===== config.mk =====
export PLATFORM = sky130hd
export DESIGN_NAME = dppr_bank
export DESIGN_NICKNAME = d
export VERILOG_FILES = /design/src/include/dppr_pkg.sv /design/src/hw/dppr_bank.sv /design/src/hw/dppr_sync.sv /design/src/hw/dppr_decode.sv
export SDC_FILE = /design/constraint.sdc
export NUM_CORES = 1
export LEC_CHECK = 0
export ABC_AREA = 1
export BUFFER_PORTS_ARGS = -buffer_cell sky130_fd_sc_hd__buf_2
export CAP_MARGIN = 0
export CELL_PAD_IN_SITES_DETAIL_PLACEMENT = 1
export CELL_PAD_IN_SITES_GLOBAL_PLACEMENT = 2
export CORE_MARGIN = 3
export CORE_UTILIZATION = 38
export DETAILED_ROUTE_END_ITERATION = 12
export PLACE_DENSITY = 0.77
export SYNTH_ARGS = -nofsm -noshare
export SYNTH_HDL_FRONTEND = slang
export SYNTH_SLANG_ARGS = --single-unit

===== constraint.sdc =====
create_clock -name clock -period 2.5 [get_ports clock]
set_input_delay 0.375 -clock clock [delete_from_list [all_inputs] [get_ports clock]]
set_output_delay 0.375 -clock clock [all_outputs]
set_load 0.01 [all_outputs]

===== src/include/dppr_pkg.sv =====
// Package: offsets, field layouts, reset values and carriers of the direct-page register bank
package dppr_pkg;

   localparam logic [15:0] ADDR_PORT_A_DATA = 16'h0000;
   localparam logic [15:0] ADDR_PORT_B_DATA = 16'h0001;
   localparam logic [15:0] ADDR_PORT_A_DIR = 16'h0004;
   localparam logic [15:0] ADDR_PORT_B_DIR = 16'h0005;
   localparam logic [15:0] ADDR_PORT_A_PUE = 16'h000B;
   localparam logic [15:0] ADDR_PORT_B_PUE = 16'h000C;
   localparam logic [15:0] ADDR_KBD_SC = 16'h001A;
   localparam logic [15:0] ADDR_KBD_EN = 16'h001B;
   localparam logic [15:0] ADDR_KBD_POL = 16'h001C;
   localparam logic [15:0] DIRECT_PAGE_TOP = 16'h00FF;
   localparam logic [15:0] REG_AREA_TOP = 16'h003F;
   localparam logic [15:0] RAM_BASE = 16'h0080;

   // Writable bit masks
   localparam logic [7:0] MASK_PORT_A_DATA = 8'h7F;
   localparam logic [7:0] MASK_PORT_A_DIR = 8'h3B;
   localparam logic [7:0] MASK_PORT_A_PUE = 8'hBF;
   localparam logic [7:0] MASK_FULL = 8'hFF;
   localparam logic [7:0] MASK_KBD_SC = 8'h03;
   localparam logic [7:0] MASK_KBD_EN = 8'h7F;
   localparam logic [7:0] MASK_KBD_POL = 8'h3F;
   localparam int KBD_SC_ACK_BIT = 2;
   localparam int KBD_SC_FLAG_BIT = 3;
   localparam int PORT_A_WAKE_BIT = 6;

   localparam logic [7:0] RESET_ZERO = 8'h00;
   localparam int RAM_WORDS = 128;
   localparam int SYNC_STAGES = 2;

   typedef struct packed {
      logic rd;
      logic wr;
      logic fetch;
      logic [15:0] addr;
      logic [7:0] wdata;
   } dppr_bus_req_t;

   typedef struct packed {
      logic [7:0] a_dir;
      logic [7:0] b_dir;
      logic [7:0] a_pue;
      logic [7:0] b_pue;
      logic [7:0] kbd_sc;
      logic [7:0] kbd_en;
      logic [7:0] kbd_pol;
   } dppr_ctrl_t;

   typedef struct packed {
      logic [7:0] a_out;
      logic [7:0] b_out;
   } dppr_data_t;

endpackage


===== src/hw/dppr_bank.sv =====
// Direct-page register bank: port data, direction, pull-up and keypad registers
`timescale 1ns/1ps
module dppr_bank (
   input wire logic clock,
   input wire logic rst_n,
   input wire logic bus_rd,
   input wire logic bus_wr,
   input wire logic bus_fetch,
   input wire logic [15:0] bus_addr,
   input wire logic [7:0] bus_wdata,
   output logic [7:0] bus_rdata,
   output logic illegal_addr_reset,
   input wire logic [5:0] port_a_pin_in,
   input wire logic [7:0] port_b_pin_in,
   input wire logic auto_wakeup_event,
   input wire logic keypad_event,
   output logic [7:0] port_a_out,
   output logic [7:0] port_a_oe,
   output logic [7:0] port_a_pullup,
   output logic osc_out_pin_enable,
   output logic [7:0] port_b_out,
   output logic [7:0] port_b_oe,
   output logic [7:0] port_b_pullup,
   output logic [7:0] keypad_irq_enable,
   output logic [7:0] keypad_irq_polarity,
   output logic [1:0] keypad_mode_mask
);
   typedef struct packed {
      dppr_pkg::dppr_ctrl_t ctrl;
      logic [7:0] rdata;
      logic illegal;
   } dppr_bank_state_t;

   dppr_bank_state_t state;
   dppr_bank_state_t next_state;
   dppr_pkg::dppr_bus_req_t req;
   logic [1:0] rst_sync;
   logic rst_int_n;
   logic [5:0] pa_in_s;
   logic [7:0] pb_in_s;
   logic [1:0] ev_s;
   logic reg_hit;
   logic ram_hit;
   logic implemented;
   logic [7:0] ram_mem [dppr_pkg::RAM_WORDS];
   logic [7:0] pa_pins;

   // Data registers survive reset, so they live outside the reset process
   dppr_pkg::dppr_data_t data_hold;
   logic wake_hold;

   always_ff @(posedge clock or negedge rst_n) begin
      if (!rst_n) begin
         rst_sync <= 2'b00;
      end else begin
         rst_sync <= {rst_sync[0], 1'b1};
      end
   end
   assign rst_int_n = rst_sync[1];

   dppr_sync #(.WIDTH(6)) u_sync_pa (
      .clock(clock),
      .rst_n(rst_int_n),
      .async_in(port_a_pin_in),
      .sync_out(pa_in_s)
   );

   dppr_sync #(.WIDTH(8)) u_sync_pb (
      .clock(clock),
      .rst_n(rst_int_n),
      .async_in(port_b_pin_in),
      .sync_out(pb_in_s)
   );

   dppr_sync #(.WIDTH(2)) u_sync_ev (
      .clock(clock),
      .rst_n(rst_int_n),
      .async_in({auto_wakeup_event, keypad_event}),
      .sync_out(ev_s)
   );

   dppr_decode u_decode (
      .addr(bus_addr),
      .reg_hit(reg_hit),
      .ram_hit(ram_hit),
      .implemented(implemented)
   );

   always_comb begin
      req.rd = bus_rd;
      req.wr = bus_wr;
      req.fetch = bus_fetch;
      req.addr = bus_addr;
      req.wdata = bus_wdata;
   end

   // Direct-page RAM, reached by any addressing form
   always_ff @(posedge clock) begin
      if (req.wr && ram_hit) begin
         ram_mem[req.addr[6:0]] <= req.wdata;
      end
   end

   // Port A read: pin for inputs, latch for outputs; bit 2 always pin
   always_comb begin
      for (int i = 0; i < 6; i++) begin
         pa_pins[i] = state.ctrl.a_dir[i] ? data_hold.a_out[i] : pa_in_s[i];
      end
      pa_pins[7:6] = 2'b00;
   end

   always_comb begin
      next_state = state;
      next_state.illegal = 1'b0;
      next_state.rdata = dppr_pkg::RESET_ZERO;
      // Sticky keypad flag: set wins over acknowledge
      if (req.wr && req.addr == dppr_pkg::ADDR_KBD_SC && req.wdata[dppr_pkg::KBD_SC_ACK_BIT]) begin
         next_state.ctrl.kbd_sc[dppr_pkg::KBD_SC_FLAG_BIT] = 1'b0;
      end
      if (ev_s[0]) begin
         next_state.ctrl.kbd_sc[dppr_pkg::KBD_SC_FLAG_BIT] = 1'b1;
      end
      if (req.wr && reg_hit) begin
         unique case (req.addr)
            dppr_pkg::ADDR_PORT_A_DIR: begin
               next_state.ctrl.a_dir = req.wdata & dppr_pkg::MASK_PORT_A_DIR;
            end
            dppr_pkg::ADDR_PORT_B_DIR: begin
               next_state.ctrl.b_dir = req.wdata & dppr_pkg::MASK_FULL;
            end
            dppr_pkg::ADDR_PORT_A_PUE: begin
               next_state.ctrl.a_pue = req.wdata & dppr_pkg::MASK_PORT_A_PUE;
            end
            dppr_pkg::ADDR_PORT_B_PUE: begin
               next_state.ctrl.b_pue = req.wdata & dppr_pkg::MASK_FULL;
            end
            dppr_pkg::ADDR_KBD_SC: begin
               next_state.ctrl.kbd_sc[1:0] = req.wdata[1:0] & dppr_pkg::MASK_KBD_SC[1:0];
            end
            dppr_pkg::ADDR_KBD_EN: begin
               next_state.ctrl.kbd_en = req.wdata & dppr_pkg::MASK_KBD_EN;
            end
            dppr_pkg::ADDR_KBD_POL: begin
               next_state.ctrl.kbd_pol = req.wdata & dppr_pkg::MASK_KBD_POL;
            end
            default: begin
               // Data registers leave control state alone
            end
         endcase
      end
      if (req.rd) begin
         unique case (req.addr)
            dppr_pkg::ADDR_PORT_A_DATA: begin
               next_state.rdata = {1'b0, wake_hold, pa_pins[5:0]};
            end
            dppr_pkg::ADDR_PORT_B_DATA: begin
               for (int i = 0; i < 8; i++) begin
                  next_state.rdata[i] = state.ctrl.b_dir[i] ? data_hold.b_out[i] : pb_in_s[i];
               end
            end
            dppr_pkg::ADDR_PORT_A_DIR: next_state.rdata = state.ctrl.a_dir;
            dppr_pkg::ADDR_PORT_B_DIR: next_state.rdata = state.ctrl.b_dir;
            dppr_pkg::ADDR_PORT_A_PUE: next_state.rdata = state.ctrl.a_pue;
            dppr_pkg::ADDR_PORT_B_PUE: next_state.rdata = state.ctrl.b_pue;
            dppr_pkg::ADDR_KBD_SC: begin
               next_state.rdata = state.ctrl.kbd_sc & 8'h0B; // ack bit reads zero
            end
            dppr_pkg::ADDR_KBD_EN: next_state.rdata = state.ctrl.kbd_en;
            dppr_pkg::ADDR_KBD_POL: next_state.rdata = state.ctrl.kbd_pol;
            default: begin
               // RAM byte or zero for gaps
               next_state.rdata = ram_hit ? ram_mem[req.addr[6:0]] : dppr_pkg::RESET_ZERO;
            end
         endcase
      end
      // Fetch outside populated memory asks for an illegal-address reset
      if (req.fetch && !implemented) begin
         next_state.illegal = 1'b1;
      end
   end

   always_ff @(posedge clock or negedge rst_int_n) begin
      if (!rst_int_n) begin
         state.ctrl <= '0;
         state.rdata <= dppr_pkg::RESET_ZERO;
         state.illegal <= 1'b0;
      end else begin
         state <= next_state;
      end
   end

   // Port data latches: no reset term, contents kept through reset
   always_ff @(posedge clock) begin
      if (req.wr && req.addr == dppr_pkg::ADDR_PORT_A_DATA) begin
         data_hold.a_out <= req.wdata & dppr_pkg::MASK_PORT_A_DATA;
      end
      if (req.wr && req.addr == dppr_pkg::ADDR_PORT_B_DATA) begin
         data_hold.b_out <= req.wdata;
      end
      if (ev_s[1]) begin
         wake_hold <= 1'b1;
      end else if (req.wr && req.addr == dppr_pkg::ADDR_PORT_A_DATA) begin
         wake_hold <= req.wdata[dppr_pkg::PORT_A_WAKE_BIT];
      end
   end

   always_comb begin
      bus_rdata = state.rdata;
      illegal_addr_reset = state.illegal;
      port_a_out = data_hold.a_out;
      port_a_oe = state.ctrl.a_dir;
      port_a_pullup = {2'b00, state.ctrl.a_pue[5:0]};
      osc_out_pin_enable = state.ctrl.a_pue[7];
      port_b_out = data_hold.b_out;
      port_b_oe = state.ctrl.b_dir;
      port_b_pullup = state.ctrl.b_pue;
      keypad_irq_enable = state.ctrl.kbd_en;
      keypad_irq_polarity = state.ctrl.kbd_pol;
      keypad_mode_mask = state.ctrl.kbd_sc[1:0];
   end
endmodule


===== src/hw/dppr_sync.sv =====
// Two-stage synchroniser for pin inputs and the wakeup and keypad events
`timescale 1ns/1ps
module dppr_sync #(
   parameter int WIDTH = 8
) (
   input wire logic clock,
   input wire logic rst_n,
   input wire logic [WIDTH-1:0] async_in,
   output logic [WIDTH-1:0] sync_out
);
   typedef struct packed {
      logic [WIDTH-1:0] stage1;
      logic [WIDTH-1:0] stage2;
   } dppr_sync_state_t;

   dppr_sync_state_t state;
   dppr_sync_state_t next_state;

   always_comb begin
      next_state.stage1 = async_in;
      next_state.stage2 = state.stage1;
   end

   always_ff @(posedge clock or negedge rst_n) begin
      if (!rst_n) begin
         state <= '0;
      end else begin
         state <= next_state;
      end
   end

   assign sync_out = state.stage2;
endmodule


===== src/hw/dppr_decode.sv =====
// Address decoder: register hit, RAM hit and populated-address flag
`timescale 1ns/1ps
module dppr_decode (
   input wire logic [15:0] addr,
   output logic reg_hit,
   output logic ram_hit,
   output logic implemented
);
   function automatic logic is_reg(input logic [15:0] a);
      is_reg = (a == dppr_pkg::ADDR_PORT_A_DATA) || (a == dppr_pkg::ADDR_PORT_B_DATA) ||
               (a == dppr_pkg::ADDR_PORT_A_DIR) || (a == dppr_pkg::ADDR_PORT_B_DIR) ||
               (a == dppr_pkg::ADDR_PORT_A_PUE) || (a == dppr_pkg::ADDR_PORT_B_PUE) ||
               (a == dppr_pkg::ADDR_KBD_SC) || (a == dppr_pkg::ADDR_KBD_EN) ||
               (a == dppr_pkg::ADDR_KBD_POL);
   endfunction

   always_comb begin
      reg_hit = is_reg(addr);
      ram_hit = (addr >= dppr_pkg::RAM_BASE) && (addr <= dppr_pkg::DIRECT_PAGE_TOP);
      // Register area is populated; gap 0x40..0x7F and above the page are not here
      implemented = ram_hit || (addr <= dppr_pkg::REG_AREA_TOP);
   end
endmodule


## Yosys cells after proc, flatten, opt, wreduce, memory -nomap -nowiden

Memory sizes are Yosys's and may differ from the RTL's.
Index checks and enable logic that the tools add are counted.

| word-level totals | value |
|---|---|
| register bits after elaboration | 103 |
| bits in writable memories | 1024 |
| output and inout port bits | 76 |
| logic and storage cells | 80 |
| memories kept | 1 |

Memory list:

| name | words | width | rd ports | clocked after Yosys merged registers in | wr ports | RTL line | source |
|---|---|---|---|---|---|---|---|
| ram_mem | 128 | 8 | 1 | 0 | 1 | dppr_bank.sv:45 | `logic [7:0] ram_mem [dppr_pkg::RAM_WORDS];` |

| operators by class | value |
|---|---|
| magnitude comparators | 3 |
| equality and inequality tests | 8 |
| muxes and demuxes | 21 |
| reduce and logical (&&, ||, !) cells | 27 |

Operators with widths:

| cell | count |
|---|---|
| case mux 8 bit (9 select lines) | 1 |
| equality test 16 x 5 -> 1 bit (second input constant) | 3 |
| equality test 16 x 3 -> 1 bit (second input constant) | 2 |
| equality test 16 x 4 -> 1 bit (second input constant) | 2 |
| two-way mux 1 bit | 18 |
| equality test 16 x 1 -> 1 bit (second input constant) | 1 |
| greater-or-equal comparator 16 x 8 -> 1 bit (second input constant) | 1 |
| less-or-equal comparator 16 x 6 -> 1 bit (second input constant) | 1 |
| less-or-equal comparator 16 x 8 -> 1 bit (second input constant) | 1 |
| zero test 16 bit | 1 |
| two-way mux 8 bit | 2 |
| AND reduction 2 bit | 7 |
| logical OR 1 bit | 9 |
| logical AND 1 bit | 8 |
| nonzero test 2 bit | 1 |
| zero test 1 bit | 1 |

## Longest topological paths before layout

Gate-level depths: netlist of run 1.

| logic depth | value |
|---|---|
| depth after elaboration | 11 |
| mapped depth | 17 |
| depth with buffers taken out | 14 |

## Cells and area by module

Synthesis of run 1 repeated with hierarchy kept, for this count alone.

| unflattened totals | value |
|---|---|
| cell total of the unflattened synthesis | 4342 |
| area, all modules | 47466.8 sq um |

Modules (own cells, without submodules):

| module | instances | cells each | area an instance (sq um) | seq. area each (sq um) |
|---|---|---|---|---|
| dppr_bank | 1 | 4284 | 46555.9 | 32596.3 |
| dppr_sync at u_sync_pb | 1 | 16 | 400.4 | 400.4 |
| dppr_sync at u_sync_pa | 1 | 12 | 300.3 | 300.3 |
| dppr_decode | 1 | 26 | 110.1 | 0.0 |
| dppr_sync at u_sync_ev | 1 | 4 | 100.1 | 100.1 |

## Worst setup path before layout of run 1

No wires, ideal clock.

| timing | value |
|---|---|
| path type | in2reg |
| start point | input bus_addr[13] |
| end point | memory ram_mem[66][0] (enable) |
| library setup time | 0.370 ns |
| arrival time | 2.135 ns |
| required time | 2.130 ns |
| setup slack | -0.005 ns |
| stages on the path | 9 |
| cell sequence | nor2_1 nand2_1 nor2_1 buf_2 nand2_1 nor3_1 nand3_1 clkbuf_1 nor2_1 |

| on the way | value |
|---|---|
| word-level cells in the longest chain between the ends | 5 |
| elaborated cells between the ends (all ways) | 6 |
| classes of those cells | order compare: 2; mux: 2; reduce/logical: 2 |

RTL lines:

| item | RTL line | source |
|---|---|---|
| start, declared | dppr_bank.sv:9 | `input wire logic [15:0] bus_addr,` |
| greater-or-equal comparator 16 x 8 -> 1 bit / less-or-equal comparator 16 x 8 -> 1 bit (equally long branches) | dppr_decode.sv:19 | `ram_hit = (addr >= dppr_pkg::RAM_BASE) && (addr <= dppr_pkg::DIRECT_PAGE_TOP);` |
| logical AND 1 bit (*) | dppr_decode.sv:19 |  |
| logical AND 1 bit (*) | dppr_bank.sv:99 | `if (req.wr && ram_hit) begin` |
| two-way mux 1 bit (*) | dppr_bank.sv:99 |  |
| two-way mux 1 bit (implied by the code) (*) | dppr_bank.sv:100 | `ram_mem[req.addr[6:0]] <= req.wdata;` |
| end, declared | dppr_bank.sv:45 |  |

Mark *: on every way between the ends. The rest lies on a longest branch, timed or not.

==> reports/qor.yml, run 1 <==
worst_setup_path:
  critPathMaxStageDelay_ns: 0.34
  r2r_end: "bus_rdata[1]$_DFF_PN0_"
  crit_end: "bus_rdata[1]$_DFF_PN0_"
  reg2reg_depth: 13
  crit_top_cell: "nand2_1"
  critical_path.max_fanout: 1
  worst_ep_required_time_ns: 3.18
  crit_chain: "nand2_1, nand3_1, nand3_1, nand2_1, nand2_1, nor2_1, buf_4, nor2_1, nor2_1, nand2_1, nand2_1, nand3_1, a21oi_1"
  cp.arrival_ns: 2.62
  slowest_stage: "edfxtp_1"
  crit_start: "ram_mem[74][1]$_DFFE_PP_"
  worstSetupPathType: "flip-flop to flip-flop"
  timing.rr.start: "ram_mem[74][1]$_DFFE_PP_"
  start_kind: "flip-flop"
  rrSetupSlack_ns: 0.55
  cp-end-kind: "flip-flop"
place:
  hpwl_mm: 95.5
  postPlaceCellArea_um2: 52400
  port_buffers: 111
  place.gp.congestion: 0.819
flow_run:
  maxCapViolations: 0
run_status:
  status: "finished, final reports clean"
cts:
  clk_latency_ns: 0.75
  post_cts_buffers: 0
  clock-sinks: 1127
  clk_pin_slew_ns: 0.06
  numCtsBuffers: 120
  ctsHtreeMaxLevel: 3
  clock_path_buffers: 3
  cts-root-buf: "clkbuf_16"
  cts_tree: "done"
die:
  die_w_um: 360
  start_util: 0.384
  rows: 129
  ios: 121
  core_um2: 124000
  fp.dieH_um: 360
  die_area_um2: 130000
route:
  drt_iter0_drc: 2615
  viasPerCell: 4.98
  vias: 33000
  finalWirelength_mm: 147
  drc: 0
  ant_nets: 0
  route.detailed.wl_per_inst_um: 22.2
  firstDrtPassIters: 5
grt:
  gr-total-overflow: 0
  grt_pass1_vias: 34900
  grt_pass1_wl_mm: 222
  met3_usage: 0.0258
  grtUsageTotal: 0.226
  antenna_found_initial: 2
  grt_max_degree: 86
  grt-busiest-layer: "met2"
  gr-usage-met2: 0.388
  met1_usage: 0.308
sta:
  fin_skew_ns: 0.0555
  fmax_ghz: 0.514
  holdWs_ns: 0.0628
  setup_viol: 0
  rsz0062_at_grt: "no"
  slew_violations: 0
  max_slew_margin: 0.508
  finalHoldViolCount: 0
  fin_crit_sh: 0.778
  worst_slew_pin_slew_ns: 0.739
  fin_crit_ns: 1.95
pwr:
  p_per_area_nw_per_um2: 722
  leakage_nw: 23.4
  peakVddDrop_v: 0.000649
  p_total_mw: 40.8
finish:
  drive_gt1_frac: 0.137
  layout_commonest_cell: "nand2_1"
  final_util: 0.455
  final_cell_mix: "nand2_1, edfxtp_1, inv_1"
  syn2layout_area_growth_pct: 18.6
  final_nets: 4934
  final_area_um2: 56500
yosys:
  syn_inst: 4527
  ys_ff_latch: 1127
  syn_area_per_cell_um2: 10.5
  ys_seq_area_frac: 0.701
  synth_cell_types: 39
  synthesis.area_um2: 47600
  synth_warnings: 0
worst_hold_path:
  hold_class: "input pin to flip-flop"
[worst min path at each step]
stage | from | to | cells past startpoint
2_1_floorplan | rst_n | rst_sync[0]$_DFF_PN0_ | 0
3_3_place_gp | rst_n | rst_sync[0]$_DFF_PN0_ | 1
3_5_place_dp | rst_n | rst_sync[0]$_DFF_PN0_ | 1
4_1_cts | bus_wdata[3] | port_b_out[3]$_DFFE_PP_ | 1
5_1_grt | bus_wdata[3] | ram_mem[101][3]$_DFFE_PP_ | 1
6_report | bus_wdata[3] | ram_mem[103][3]$_DFFE_PP_ | 1
[synth_stat cells]
master,instances,area share
nor3_1,7,0.00074
mux2i_1,7,0.0015
nand3_2,2,0.00042
and3_1,2,0.00026
conb_1,2,0.00016
inv_4,1,0.00013
nor2_4,2,0.00047
a21oi_1,53,0.0056
o21ai_1,33,0.0035
or2_2,1,0.00013
o21bai_1,1,0.00016
buf_2,85,0.0089
o21ai_2,11,0.0020
buf_6,5,0.0012
clkinv_1,2,0.00016
dfrtp_1,87,0.046
nor4_1,1,0.00013
clkbuf_1,70,0.0055
inv_1,519,0.041
nor3_4,1,0.00034
edfxtp_1,1039,0.66
nand2_2,7,0.00092
nor4_4,1,0.00045
nand2_4,5,0.0012
buf_4,60,0.0095
clkinv_2,1,0.00010
and2_1,1,0.00013
nand4_1,5,0.00066
nor3_2,1,0.00021
nand2_1,1554,0.12
dfxtp_1,1,0.00042
o211ai_1,21,0.0033
o21ai_0,50,0.0053
nor2_8,1,0.00042
nand3_1,457,0.048
buf_1,35,0.0028
inv_2,8,0.00063
nor2_1,386,0.030
nor2_2,2,0.00026
[routing by layer]
layer	part of all wire	wire (µm)
met3	0.041	6020
met5	0	0
met2	0.49	72400
met1	0.44	65200
met4	0.024	3500
[cell families (layout without fill, tap and decap cells)]
kind of cell           count (synthesis)  count (layout)  synth area share
AND/OR/NAND/NOR                     2436            2436             0.208
other                                  2              11          0.000158
multiplexers                           7               7           0.00147
AO/OA/AOI/OAI                        169             169            0.0198
flip-flops                          1127            1127             0.701
buffers and inverters                786            1239            0.0698
[timing repair]
item / 4_1_cts / 5_1_grt
resized for setup: 0 / 0
endpoints found under the hold margin: 43 / 0
hold buffers: 21 / 0
[flip-flops by register name, summed over array words and instances, names as in the netlist, 5 cells and up]
signal and flops:
keypad_irq_polarity 6, port_a_oe 5, port_b_pullup 8, port_a_out 7, port_b_oe 8, u_sync_pb.next_state 8
bus_rdata 8, port_b_out 8, port_a_pullup 6, u_sync_pb.sync_out 8, u_sync_pa.next_state 6, ram_mem 1024
keypad_irq_enable 7, u_sync_pa.sync_out 6
[report_power, final]
| group | total [mW] | internal [mW] | leakage, nW | switching [mW] |
|---|---|---|---|---|
| Combinational | 2.48 | 0.716 | 11.0 | 1.77 |
| Sequential | 20.6 | 20.6 | 10.5 | 0.0225 |
| Clock | 17.6 | 10.2 | 1.89 | 7.47 |
| Total | 40.8 | 31.5 | 23.4 | 9.26 |
[per-stage QoR]
stage	setup TNS, ns	cells	setup slack (ns)
2_1_floorplan	-0.397	4535	-0.00497
3_3_place_gp	-0.469	6383	-0.107
3_5_place_dp	-0.772	6383	-0.133
4_1_cts	0	6625	0.512
5_1_grt	0	6626	0.382
6_report	0	6626	0.554
[worst max-delay path: cells and delay by family, from the launching register on]
kind	cells	cell delay, ns
flops	1	0.34
buf+inv	1	0.13
compound gates	1	0.13
simple gates	11	1.28
[final cells by class]
type                       instances  area (µm²)
multi-input combinational       2622       11000
inverter                         531        2000
timing repair buffer             487        4180
clock inverter                    71         661
sequential                      1127       33400
antenna                            1        2.50
clock buffer                     150        3210
fill                           13500       67700
tap                             1637        2050
No activity file was read; power rests on OpenSTA's default activity.
==> run 2, diff against run 1 <==
==> constraint.sdc (replaced) <==
create_clock -name clock -period 1.65 [get_ports clock]
set_input_delay 0.2475 -clock clock [delete_from_list [all_inputs] [get_ports clock]]
set_output_delay 0.2475 -clock clock [all_outputs]
set_load 0.01 [all_outputs]
==> reports/qor.yml, run 2 (synthesis results as in run 1) <==
grt:
  grt_pass1_wl_mm: 225  # +1.5%
  antenna_found_initial: 4  # +2
  grt_max_degree: 57  # -34%
  grtUsageTotal: 0.233  # +0.00633
  gr-total-overflow: 0  # unchanged
  grt_pass1_vias: 35100  # +0.65%
sta:
  fmax_ghz: 0.611  # +19%
  rsz0062_at_grt: "yes"
  fin_skew_ns: 0.0491  # -0.00639 ns
  slew_violations: 0  # unchanged
  fin_crit_sh: 0.992  # +0.213
  fin_crit_ns: 1.64  # -0.310 ns
  setup_viol: 0  # unchanged
  holdWs_ns: 0.0789  # +0.0161 ns
  finalHoldViolCount: 0  # unchanged
die:
  ios: 121  # unchanged
  core_um2: 124000  # unchanged
  die_area_um2: 130000  # unchanged
  start_util: 0.384  # unchanged
  fp.dieH_um: 360  # unchanged
  die_w_um: 360  # unchanged
  rows: 129  # unchanged
finish:
  layout.cells.non_filler: 6704  # +1.2%
  final_nets: 5004  # +1.4%
  largest_reg_flops: 1024  # unchanged
  multi_input_comb_area_um2: 12500  # +14%
  final_cell_mix: "nand2_1, edfxtp_1, inv_1"
  fill_cells: 13300  # -1.7%
  syn2layout_area_growth_pct: 25.1
  drive_gt1_frac: 0.217  # +0.0801
  layout_commonest_cell: "nand2_1"
  regArea_um2: 33400  # about the same
cts:
  cts_tree: "done"
  clk_pin_slew_ns: 0.07  # about the same
  clk_latency_ns: 0.75  # about the same
  numCtsBuffers: 121  # +0.83%
  clock-sinks: 1127  # unchanged
  clock_path_buffers: 3  # unchanged
  cts-root-buf: "clkbuf_16"
  ctsHtreeMaxLevel: 3  # unchanged
worst_setup_path:
  cp.arrival_ns: 2.25  # -0.37 ns
  crit_top_cell: "nand3_1"
  rrSetupSlack_ns: 0.01  # -0.54 ns
  critical_path.max_fanout: 3  # +2
  start_kind: "flip-flop"
  crit_chain: "nand3_1, nand2_1, nor2_1, nand3_1, o21ai_0, a21oi_1"
  slowest_stage: "dfrtp_1"
  worstSetupPathType: "flip-flop to flip-flop"
  cp-end-kind: "flip-flop"
  worst_ep_required_time_ns: 2.26  # -0.92 ns
  critPathMaxStageDelay_ns: 0.40  # +0.06 ns
pwr:
  power.share.sequential: 0.496  # -0.010
  comb_power_share: 0.069  # +0.008
  clockPowerShare: 0.436  # +0.003
  p_total_mw: 63.0  # +55%
  p_switching_mw: 14.5  # +56%
  leakage_nw: 24.4  # +4.2%
  p_int_mw: 48.6  # +54%
  sw_frac_of_total: 0.229  # +0.00213
  peakVddDrop_v: 0.00148  # +130%
  p_per_area_nw_per_um2: 1060  # +47%
run_status:
  status: "finished, final reports clean"
route:
  drc: 0  # unchanged
  firstDrtPassIters: 5  # unchanged
  ant_nets: 0  # unchanged
  vias: 33700  # +2.0%
  finalWirelength_mm: 152  # +3.1%
  route.detailed.wl_per_inst_um: 22.6  # +1.9%
  viasPerCell: 5.02  # +0.84%
  drt_iter0_drc: 2754  # +5.3%
place:
  dp_cells: 6432  # +0.77%
  hpwl_mm: 101  # +6.0%
  place.gp.congestion: 0.853  # +4.2%
  port_buffers: 111  # unchanged
worst_hold_path:
  hold_class: "input pin to flip-flop"
flow_run:
  maxCapViolations: 0  # unchanged
-- run 2: cell count changes in the layout (fill, tap and decap cells not counted), sizes merged, moves of 3 or more --
cell,delta
dlygate4sd3,+9
buf,+60
clkbuf,+9
inv,+3
clkinv,-5
-- run 2: worst max-delay path, delay by kind of cell, from the launching register on --
| family | cells | cell delay [ns] |
|---|---|---|
| DFF | 1 | 0.40 |
| and+or+nand+nor | 4 | 0.63 |
| AOI/OAI and AO/OA | 2 | 0.46 |
-- run 2: worst paths after layout --
path,from,endpoint,cells past startpoint
max reg2reg,keypad_mode_mask[0]$_DFFE_PN0P_,bus_rdata[0]$_DFF_PN0_,6
min in group asynchronous,rst_sync[1]$_DFF_PN0_,u_sync_pb.next_state[5]$_DFF_PN0_,0
max in group asynchronous,rst_sync[1]$_DFF_PN0_,port_b_oe[6]$_DFFE_PN0P_,1
min,bus_addr[6],bus_rdata[7]$_DFF_PN0_,5
min reg2reg,rst_sync[1]$_DFF_PN0_,u_sync_pb.next_state[5]$_DFF_PN0_,0
max,keypad_mode_mask[0]$_DFFE_PN0P_,bus_rdata[0]$_DFF_PN0_,6
-- run 2: final cells by class --
cell class	count	area share
multi-input combinational	2622	0.210
sequential	1127	0.561
timing repair buffer	556	0.0934
clock inverter	69	0.0103
inverter	531	0.0336
clock buffer	159	0.0576
antenna	3	0.000126
tap	1637	0.0344
-- run 2: stage by stage --
stage                     setup TNS [ns]  setup WS [ns]  cell area [µm²]   util
after floorplan                  -289.68         -0.421            48400      -
after global placement           -446.64         -0.684            54200  0.436
after detailed placement         -465.60         -0.687            54200  0.436
after CTS                         -0.109        -0.0292            58800  0.474
after global routing              -0.493        -0.0621            59600  0.480
final                                  0         0.0139            59600  0.480
-- run 2: repair_timing --
item | CTS | global route
endpoints found under the hold margin | 118 | 0
pin swaps | 14 | 109
setup endpoints to repair | 27 | 12
gates resized for setup | 62 | 224
setup buffers | 18 | 0
hold buffers | 30 | 0
-- run 2: metal layers --
layer | track usage | wire length, µm | up-vias
met5 | 0 | 9 | -
met4 | 0.0741 | 4970 | 2
met3 | 0.0313 | 6940 | 222
met2 | 0.403 | 75700 | 747
met1 | 0.303 | 64100 | 17100
li1 | - | - | 15600
-- run 2: power groups by stage --
stage / clock network [mW] / logic (mW) / registers, mW
2_1_floorplan: 0 / 1.67 / 31.9
3_3_place_gp: 0 / 3.96 / 31.8
3_5_place_dp: 0 / 4.02 / 31.8
4_1_cts: 28.0 / 4.15 / 31.2
5_1_grt: 29.1 / 4.68 / 31.2
6_report: 27.5 / 4.32 / 31.2
